`src/hdl/dlrs_defines.vh`:
```
// constants for the debug link target-select block
// Behaviour
// - link uses a host-driven clock and one bidirectional data line.
// - every link register is reached only through link transactions.
// - 8-bit target select chooses the register for later data reads and writes.
// - target select 0x00 makes data reads return the part identifier.
// - target select 0x01 makes data reads return the silicon revision.
// - target select 0x02 makes data reads and writes use programming control.
// - target select 0xB4 makes data reads and writes use programming data.
// - part identifier is read-only, a fixed 8-bit code; writes ignored.
// - silicon revision is read-only, 8-bit, zero means first revision.
// - writing 0x02 then 0x01 to programming control enables programming until reset.
// - flash command codes: 0x06 read, 0x07 write, 0x08 page erase, 0x03 erase.
`ifndef DLRS_DEFINES_VH
`define DLRS_DEFINES_VH

// ****************************************
// target select values
// ****************************************
`define DLRS_SEL_PART_ID 8'h00
`define DLRS_SEL_REVISION 8'h01
`define DLRS_SEL_PROG_CTRL 8'h02
`define DLRS_SEL_PROG_DATA 8'hB4
`define DLRS_ADDR_PART_ID 8'hFD
`define DLRS_ADDR_REVISION 8'hFE

// ****************************************
// reset values
// ****************************************
`define DLRS_RST_TSEL 8'h00
`define DLRS_RST_PROG_CTRL 8'h00
`define DLRS_RST_PROG_DATA 8'h00

// ****************************************
// programming unlock and flash commands
// ****************************************
`define DLRS_UNLOCK_FIRST 8'h02
`define DLRS_UNLOCK_SECOND 8'h01
`define DLRS_CMD_BLOCK_READ 8'h06
`define DLRS_CMD_BLOCK_WRITE 8'h07
`define DLRS_CMD_PAGE_ERASE 8'h08
`define DLRS_CMD_DEVICE_ERASE 8'h03
`define DLRS_FCMD_BLOCK_READ 0
`define DLRS_FCMD_BLOCK_WRITE 1
`define DLRS_FCMD_PAGE_ERASE 2
`define DLRS_FCMD_DEVICE_ERASE 3

// ****************************************
// link frame layout
// ****************************************
`define DLRS_INS_DATA_READ 2'b00
`define DLRS_INS_DATA_WRITE 2'b01
`define DLRS_INS_ADDR_READ 2'b10
`define DLRS_INS_ADDR_WRITE 2'b11
`define DLRS_INS_BITS 3'd2
`define DLRS_DATA_LAST 3'd7
`define DLRS_FRAME_TIMEOUT 8'h40

`endif

```
`src/hdl/dlrs_sync.v`:
```
// two-flop synchroniser with a third stage for edge detection
`timescale 1ns/1ps
module dlrs_sync #(
	parameter WIDTH = 2
) (
	input wire ref_clk_in,
	input wire resetn_in,
	input wire [WIDTH-1:0] async_in,
	output reg [WIDTH-1:0] sync_out,
	output reg [WIDTH-1:0] prev_out
);
	reg [WIDTH-1:0] meta;

	// first stage feeds only the second stage
	always @(posedge ref_clk_in or negedge resetn_in) begin
		if (!resetn_in) begin
			meta <= {WIDTH{1'b1}};
			sync_out <= {WIDTH{1'b1}};
			prev_out <= {WIDTH{1'b1}};
		end else begin
			meta <= async_in;
			sync_out <= meta;
			prev_out <= sync_out;
		end
	end
endmodule // dlrs_sync

```
`src/hdl/dlrs_link_regs.v`:
```
// device end of the two-wire debug link with its target-select registers
`timescale 1ns/1ps
`include "dlrs_defines.vh"
module dlrs_link_regs #(
	// arbitrary neutral value, not a real part code
	parameter [7:0] PART_ID = 8'h5A,
	parameter [7:0] REVISION = 8'h00
) (
	input wire ref_clk_in,
	input wire resetn_in,
	input wire link_clock_pin_in,
	input wire link_data_pin_in,
	output reg link_data_pin_out,
	output reg link_data_pin_oe_out,
	output reg [7:0] link_target_select_out,
	output reg prog_mode_out,
	output reg [7:0] prog_data_out,
	output reg prog_data_strobe_out,
	output reg [3:0] flash_cmd_out
);
	// ****************************************
	// frame states
	// ****************************************
	localparam [3:0] ST_IDLE = 4'b0001;
	localparam [3:0] ST_INS = 4'b0010;
	localparam [3:0] ST_WDAT = 4'b0100;
	localparam [3:0] ST_RDAT = 4'b1000;

	wire [1:0] pin_sync;
	wire [1:0] pin_prev;
	wire ck_rise;
	wire din;
	reg [3:0] state;
	reg [2:0] bit_cnt;
	reg [1:0] ins;
	reg [7:0] shift;
	reg [7:0] prog_ctrl;
	reg unlock_armed;
	reg [7:0] rd_value;
	reg [7:0] wr_byte;
	reg [3:0] cmd_hit;
	reg [7:0] idle_cnt;

	dlrs_sync #(
		.WIDTH(2)
	) u_sync (
		.ref_clk_in(ref_clk_in),
		.resetn_in(resetn_in),
		.async_in({link_clock_pin_in, link_data_pin_in}),
		.sync_out(pin_sync),
		.prev_out(pin_prev)
	);

	// data is taken on the link clock rising edge
	assign ck_rise = pin_sync[1] & ~pin_prev[1];
	assign din = pin_sync[0];

	// ****************************************
	// read mux
	// ****************************************
	always @* begin
		rd_value = 8'h00;
		if (ins == `DLRS_INS_ADDR_READ) begin
			rd_value = link_target_select_out;
		end else begin
			case (link_target_select_out)
				`DLRS_SEL_PART_ID: begin
					rd_value = PART_ID;
				end
				`DLRS_SEL_REVISION: begin
					rd_value = REVISION;
				end
				`DLRS_SEL_PROG_CTRL: begin
					rd_value = prog_ctrl;
				end
				`DLRS_SEL_PROG_DATA: begin
					rd_value = prog_data_out;
				end
				default: begin
					rd_value = 8'h00;
				end
			endcase
		end
	end

	// assembled byte with the last bit still on the wire
	always @* begin
		wr_byte = {din, shift[7:1]};
	end

	always @* begin
		cmd_hit = 4'h0;
		cmd_hit[`DLRS_FCMD_BLOCK_READ] = (wr_byte == `DLRS_CMD_BLOCK_READ);
		cmd_hit[`DLRS_FCMD_BLOCK_WRITE] = (wr_byte == `DLRS_CMD_BLOCK_WRITE);
		cmd_hit[`DLRS_FCMD_PAGE_ERASE] = (wr_byte == `DLRS_CMD_PAGE_ERASE);
		cmd_hit[`DLRS_FCMD_DEVICE_ERASE] = (wr_byte == `DLRS_CMD_DEVICE_ERASE);
	end

	// ****************************************
	// frame engine and registers
	// ****************************************
	// only the link frame below writes or reads these registers
	always @(posedge ref_clk_in or negedge resetn_in) begin
		if (!resetn_in) begin
			state <= ST_IDLE;
			bit_cnt <= 3'd0;
			ins <= 2'b00;
			shift <= 8'h00;
			link_target_select_out <= `DLRS_RST_TSEL;
			prog_ctrl <= `DLRS_RST_PROG_CTRL;
			prog_data_out <= `DLRS_RST_PROG_DATA;
			unlock_armed <= 1'b0;
			prog_mode_out <= 1'b0;
			prog_data_strobe_out <= 1'b0;
			flash_cmd_out <= 4'h0;
			link_data_pin_out <= 1'b0;
			link_data_pin_oe_out <= 1'b0;
			idle_cnt <= 8'h00;
		end else begin
			prog_data_strobe_out <= 1'b0;
			flash_cmd_out <= 4'h0;
			// a host that stops mid-frame must not make us misread its next start bit
			if (ck_rise || state == ST_IDLE) begin
				idle_cnt <= 8'h00;
			end else if (idle_cnt != `DLRS_FRAME_TIMEOUT) begin
				idle_cnt <= idle_cnt + 8'h01;
			end
			if (idle_cnt == `DLRS_FRAME_TIMEOUT && state != ST_IDLE) begin
				// stalled frame: drop it and release the data wire
				state <= ST_IDLE;
				bit_cnt <= 3'd0;
				link_data_pin_oe_out <= 1'b0;
				link_data_pin_out <= 1'b0;
			end else if (ck_rise) begin
				case (state)
					ST_IDLE: begin
						// a low data bit on a rising edge is the start bit
						if (!din) begin
							state <= ST_INS;
							bit_cnt <= 3'd0;
						end
					end
					ST_INS: begin
						ins <= {din, ins[1]};
						bit_cnt <= bit_cnt + 3'd1;
						if (bit_cnt == `DLRS_INS_BITS - 3'd1) begin
							bit_cnt <= 3'd0;
							if (ins[1] == 1'b0) begin
								// bit 0 of the instruction arrived first
								state <= ST_RDAT;
							end else begin
								state <= ST_WDAT;
							end
							if (din == 1'b0) begin
								state <= ST_RDAT;
							end else begin
								state <= ST_WDAT;
							end
						end
					end
					ST_WDAT: begin
						shift <= wr_byte;
						bit_cnt <= bit_cnt + 3'd1;
						if (bit_cnt == `DLRS_DATA_LAST) begin
							state <= ST_IDLE;
							bit_cnt <= 3'd0;
							if (ins == `DLRS_INS_ADDR_WRITE) begin
								link_target_select_out <= wr_byte;
							end else if (link_target_select_out == `DLRS_SEL_PROG_CTRL) begin
								prog_ctrl <= wr_byte;
								unlock_armed <= (wr_byte == `DLRS_UNLOCK_FIRST);
								if (unlock_armed && wr_byte == `DLRS_UNLOCK_SECOND) begin
									prog_mode_out <= 1'b1;
								end
							end else if (link_target_select_out == `DLRS_SEL_PROG_DATA) begin
								prog_data_out <= wr_byte;
								prog_data_strobe_out <= 1'b1;
								// commands only count once programming is on
								if (prog_mode_out) begin
									flash_cmd_out <= cmd_hit;
								end
							end
							// part id and revision writes fall through here
						end
					end
					ST_RDAT: begin
						// host sampled the bit on this edge; present the next
						shift <= {1'b0, shift[7:1]};
						link_data_pin_out <= shift[1];
						bit_cnt <= bit_cnt + 3'd1;
						if (bit_cnt == `DLRS_DATA_LAST) begin
							state <= ST_IDLE;
							bit_cnt <= 3'd0;
							link_data_pin_oe_out <= 1'b0;
							link_data_pin_out <= 1'b0;
						end
					end
					default: begin
						state <= ST_IDLE;
					end
				endcase
			end else if (state == ST_RDAT && !link_data_pin_oe_out) begin
				// first read bit goes out as soon as the instruction is known
				shift <= rd_value;
				link_data_pin_out <= rd_value[0];
				link_data_pin_oe_out <= 1'b1;
			end
		end
	end
endmodule // dlrs_link_regs

```
`config.mk`:
```
export PLATFORM = sky130hd
export DESIGN_NAME = dlrs_link_regs
export DESIGN_NICKNAME = d
export VERILOG_FILES = /design/src/hdl/dlrs_sync.v /design/src/hdl/dlrs_link_regs.v
export VERILOG_INCLUDE_DIRS = /design/src /design/src/hdl
export SDC_FILE = /design/constraint.sdc
export NUM_CORES = 1
export LEC_CHECK = 0
export ABC_AREA = 1
export ABC_CLOCK_PERIOD_IN_PS = 2900
export BUFFER_PORTS_ARGS = -buffer_cell sky130_fd_sc_hd__buf_2
export CORE_MARGIN = 2
export CORE_UTILIZATION = 60
export DETAILED_ROUTE_END_ITERATION = 12
export PLACE_DENSITY = 0.8
export SETUP_SLACK_MARGIN = 0.4
export SYNTH_ARGS = -nofsm -noshare
export SYNTH_HDL_FRONTEND = slang
export SYNTH_SLANG_ARGS = --single-unit
export TNS_END_PERCENT = 50
```
`constraint.sdc`:
```
create_clock -name ref_clk_in -period 2.9 [get_ports ref_clk_in]
set_input_delay 0.29 -clock ref_clk_in [delete_from_list [all_inputs] [get_ports ref_clk_in]]
set_output_delay 0.29 -clock ref_clk_in [all_outputs]
set_load 0.1 [all_outputs]
```
## Word level (Yosys, flattened, before mapping)

Cells that the tools add are included.

| word-level totals | value |
|---|---|
| register bits after elaboration | 64 |
| word-level logic and storage cells | 116 |
| output and inout port bits | 24 |
| input bits | 4 |

| operators by class | value |
|---|---|
| $add $sub $neg | 2 |
| bitwise gates (word level) | 5 |
| reductions and logical operators | 22 |
| equality and inequality tests | 25 |
| multiplexer cells | 45 |

Operator list:

| cell | count |
|---|---|
| $mux 4 | 14 |
| $mux 8 | 5 |
| $eq 8x2->1 const B | 3 |
| $pmux 8 s3 | 1 |
| $mux 1 | 17 |
| $eq 8x3->1 const B | 2 |
| $pmux 8 s2 | 1 |
| $mux 3 | 5 |
| $reduce_and 7->1 | 2 |
| $ne 3x1->1 const B | 4 |
| $pmux 4 s3 | 1 |
| $reduce_and 3->1 | 4 |
| $pmux 3 s3 | 1 |
| $add 8x1->8 const B | 1 |
| $eq 8x1->1 const B | 1 |
| $eq 8x4->1 const B | 1 |
| $eq 8x7->1 const B | 1 |
| $eq 8x8->1 const B | 1 |
| $logic_not 8->1 | 1 |
| $ne 8x7->1 const B | 1 |
| $ne 3x3->1 const B | 2 |
| $reduce_and 6->1 | 1 |
| $reduce_bool 2->1 | 3 |
| $reduce_and 5->1 | 1 |
| 19 further kinds | 25 |

## Depth between registers and ports, before layout

| depth | value |
|---|---|
| word-level depth | 9 |
| depth in mapped cells | 11 |
| gate-level depth less buffers | 11 |

## Modules after synthesis

A second synthesis with hierarchy kept.

| unflattened totals | value |
|---|---|
| cells, all modules | 403 |
| area, all modules | 3309.4 sq um |

By module, submodules not included:

| module | instances | area each (sq um) | cells each | sequential area each (sq um) |
|---|---|---|---|---|
| dlrs_link_regs | 1 | 3151.8 | 397 | 1427.6 |
| dlrs_sync | 1 | 157.7 | 6 | 157.7 |

## Worst setup path after synthesis

No wires, ideal clock.

| path | value |
|---|---|
| kind | register to register |
| start | register link_target_select_out[1] |
| end | register prog_ctrl[7] |
| data required time | 2.776 ns |
| cell stages (with the launch flop) | 9 |
| setup time | 0.124 ns |
| path buffers | 1 |
| data arrival time | 1.921 ns |
| setup slack | 0.855 ns |
| cells stage by stage | dfrtp_1 > nand2_1 > nor2_1 > nand2_1 > inv_1 > nand2_4 > buf_6 > nand2_1 > o21ai_2 |

| between the ends | value |
|---|---|
| longest elaborated chain between the ends | 2 |

Ends and longest elaborated chain:

| item | RTL line | source |
|---|---|---|
| start: declaration | dlrs_link_regs.v:15 | `output reg [7:0] link_target_select_out,` |
| start signal: assignment | dlrs_link_regs.v:109 | `` link_target_select_out <= `DLRS_RST_TSEL; `` |
| start signal: assignment | dlrs_link_regs.v:168 | `link_target_select_out <= wr_byte;` |
| $eq 8x2->1 | n/a |  |
| $reduce_and 6->1 (no line) | n/a |  |
| end signal: assignment | dlrs_link_regs.v:110 | `` prog_ctrl <= `DLRS_RST_PROG_CTRL; `` |
| end signal: assignment | dlrs_link_regs.v:170 | `prog_ctrl <= wr_byte;` |
| end: declaration | dlrs_link_regs.v:37 | `reg [7:0] prog_ctrl;` |

Every way passes these cells.
A chain may end at the register's enable or synchronous reset.

## Worst setup path in the final report

| path | value |
|---|---|
| start | register u_sync.sync_out[1] |
| end | register shift[3] |

| between the ends | value |
|---|---|
| longest elaborated chain between the ends | 3 |
| elaborated cells on any way between the ends | 5 |
| classes of those cells | eq/ne: 1; mux: 1; bitwise: 1; reduce/logical: 2 |

Ends and longest elaborated chain:

| item | RTL line | source |
|---|---|---|
| start: declaration | dlrs_sync.v:9 | `output reg [WIDTH-1:0] sync_out,` |
| start signal: assignment | dlrs_sync.v:18 | `sync_out <= {WIDTH{1'b1}};` |
| start signal: assignment | dlrs_sync.v:22 | `sync_out <= meta;` |
| $and 1x1->1 * | dlrs_link_regs.v:55 | `assign ck_rise = pin_sync[1] & ~pin_prev[1];` |
| $ne 3x1->1 (no line) / $reduce_bool 2->1 (equally long branches) | n/a |  |
| $reduce_and 3->1 (no line) | n/a |  |
| end signal: assignment | dlrs_link_regs.v:162 | `shift <= wr_byte;` |
| end signal: assignment | dlrs_link_regs.v:188 | `shift <= {1'b0, shift[7:1]};` |
| end signal: assignment | dlrs_link_regs.v:204 | `shift <= rd_value;` |
| end: declaration | dlrs_link_regs.v:36 | `reg [7:0] shift;` |

Mark *: on every way between the ends. The rest lies on a longest branch, timed or not.

==> flow_metrics.tcl <==
set metrics [dict create \
    start_util_pct 63.0 \
    rsz0062_at_grt "no" \
    max_stage_delay_ns 0.53 \
    final-hold-violation-count 0 \
    slew-limit-headroom_pct 40.4 \
    ff2ff_setup_slack_ns 0.96 \
    place_area_um2 3470 \
    initialDrtViolationCount 205 \
    slew_violations 0 \
    routedWlPerCell_um 13.8 \
    ys_ff_latch 62 \
    reg2reg_from "u_sync.sync_out[1]" \
    ys_async_sr_fraction_pct 100 \
    layout_commonest_cell "nand2_1" \
    gr-usage-all-layers_pct 26.0 \
    cp_max_fo 14 \
    worst_pin_slew_ns 0.894 \
    portBuffers 27 \
    syn-cell-area_um2 3280 \
    status "finished, final reports clean" \
    place_hpwl_mm 5.16 \
    cts_buffers 9 \
    startpoint_type "flip-flop" \
    synth.distinct_cells 31 \
    die_h_um 77.9 \
    critical_path_arrival_ns 2.22 \
    synth_ff_type "dfrtp_1" \
    final_cell_mix "127 x nand2_1, 56 x dfrtp_1, 52 x inv_1, 37 x nor2_1, 35 x nand3_1" \
    synth-edff-count 0 \
    fin_crit_sh_pct 66.9 \
    final_cell_area_um2 3670 \
    worstSkewPairLatency_ns 0.34 \
    n_antenna_cell 0 \
    grt_start_max_net_pins 43 \
    synth_seq_area_share_pct 47.5 \
    syn_to_final_growth_pct 11.8 \
    cp_num_cells 8 \
    dr.pass1.iters 4 \
    cts_resized 0 \
    cts_sinks 62 \
    hp-class "primary input to flip-flop" \
    critPathTopFamily "simple AND/OR/NAND/NOR gates" \
    power.leakage_nw 2.01 \
    endpoint "shift[3]" \
    cts_root_buf "clkbuf_8" \
    postCtsSetupBuffers 0 \
    endpoint_kind "flip-flop" \
    utilization_pct 70.4 \
    overflow 0 \
    crit_type "flip-flop to flip-flop" \
    route.detailed.drc 0 \
    pin_count 28 \
    synth_fp_nets 417 \
    rows 26 \
    crit_chain "inv_1, nor2_4, inv_1, nand2_1, nand3_2, a21oi_1, nand2_1, nand2_1" \
    syn-instance-count 408 \
    grt_pass1_vias 2557 \
    cts.path.max_buffers 2 \
    max_cap_viol_count 0 \
    path_clk_slew_ns 0.06 \
    r2r.worst_path.cells 8 \
    die_w_um 77.9 \
    antenna_left 0 \
    syn_area_per_cell_um2 8.04 \
    min_period_ns 1.94 \
    drive_gt1_share_pct 20.2 \
    h-tree-depth 3 \
    die-area_um2 6070 \
    cts_tree "yes" \
    critical_path.startpoint "u_sync.sync_out[1]" \
    hold_ws_ns 0.0394 \
    path_buf_inv 2 \
    crit_top_cell "nand2_1" \
    pwr_density_cell_nw_per_um2 732 \
    antenna_found_initial 0 \
    wl_mm 7.14 \
    cts_hold_buf 0 \
    fin_nets 450 \
    cp_slowest_cell "dfstp_2" \
    cp.required_ns 3.18 \
    vias 2745 \
    skew_ns 0.00477 \
    vdd_ir_drop_max_mv 0.516 \
    tns_ns 0 \
    r2r-end "shift[3]" \
    gp_congestion 0.881 \
    fmax_mhz 515 \
    finalSetupViolations 0 \
    yosys_warnings 0 \
    core_area_um2 5200 \
    grt_pass1_wl_mm 12.1 \
    viasPerCell 5.32 \
]
[how the worst min path moves through the flow]
stage               cells after the start            endpoint         startpoint
floorplan                               0          bit_cnt[0]          resetn_in
global placement                        0  u_sync.sync_out[0]     u_sync.meta[0]
detailed placement                      0  u_sync.sync_out[0]     u_sync.meta[0]
CTS                                     1      u_sync.meta[1]  link_clock_pin_in
global route                            1      u_sync.meta[0]   link_data_pin_in
finish                                  1      u_sync.meta[1]  link_clock_pin_in
[Yosys cell counts, types with 2 or more instances]
cell      number  share of area [%]
o21ai_1        2               0.31
clkbuf_1       2               0.23
o21ai_0       13                2.0
xor2_1         2               0.53
dfstp_2        6                4.8
nand3_1       35                5.3
nor2_1        37                4.2
nand2_1      127                 15
dfrtp_1       56                 43
inv_1         52                6.0
nand4_1        6                1.1
nand3_2        2               0.61
o21ai_2       20                5.3
a21oi_1       14                2.1
buf_2          2               0.31
nand2_4        5                1.7
nor2_2         2               0.38
ha_1           5                1.9
buf_6          3                1.0
nor2_4         3                1.0
nor3_1         4               0.61
[power by group]
part           total [mW]  internal, mW  switching (mW)
combinational       0.809         0.205           0.604
clock               0.771         0.439           0.332
sequential           1.11         0.992           0.114
[flip-flops by register name, summed over array words and instances (netlist names)]
register                flops
bit_cnt                     3
link_data_pin_out           1
link_target_select_out      8
ins                         2
state                       4
prog_mode_out               1
flash_cmd_out               4
shift                       7
u_sync.sync_out             2
prog_data_strobe_out        1
u_sync.meta                 2
prog_ctrl                   8
link_data_pin_oe_out        1
idle_cnt                    8
u_sync.prev_out             1
unlock_armed                1
prog_data_out               8
[cells by family after synthesis]
family                     share of synthesized area (%)
DFF                                                 47.5
adders and majority gates                           1.91
buffers and inverters                               7.63
xor gates and xnor gates                           0.534
AOI/OAI and AO/OA                                   10.3
and+or+nand+nor                                     32.1
[per-layer routing]
layer  up-vias  GRT usage (%)  part of all wire (%)  routed length (um)
met5         -              0                     0                   0
met4         0           11.8                   2.0                 142
met3        16           5.47                   5.8                 415
met2        92           39.5                    46                3260
met1      1275           35.9                    47                3330
li1       1362              -                     -                   -
[metrics by stage]
| step | setup slack, ns | power [mW] | instances |
|---|---|---|---|
| final | 0.959 | 2.69 | 516 |
| after global routing | 0.809 | 2.84 | 516 |
| after CTS | 0.956 | 2.69 | 516 |
| after detailed placement | 0.984 | 1.91 | 500 |
| after global placement | 1.05 | 1.89 | 500 |
| after floorplan | 0.855 | 1.71 | 408 |
[area by class of cell]
type / count / area [um2]
Multi-Input combinational cell: 286 / 1470
Timing Repair Buffer: 29 / 150
Clock buffer: 12 / 155
Tap cell: 70 / 87.6
Sequential cell: 62 / 1560
Clock inverter: 4 / 45.0
Inverter: 53 / 199
Fill cell: 441 / 1540
(Power assumes the default switching activity.)
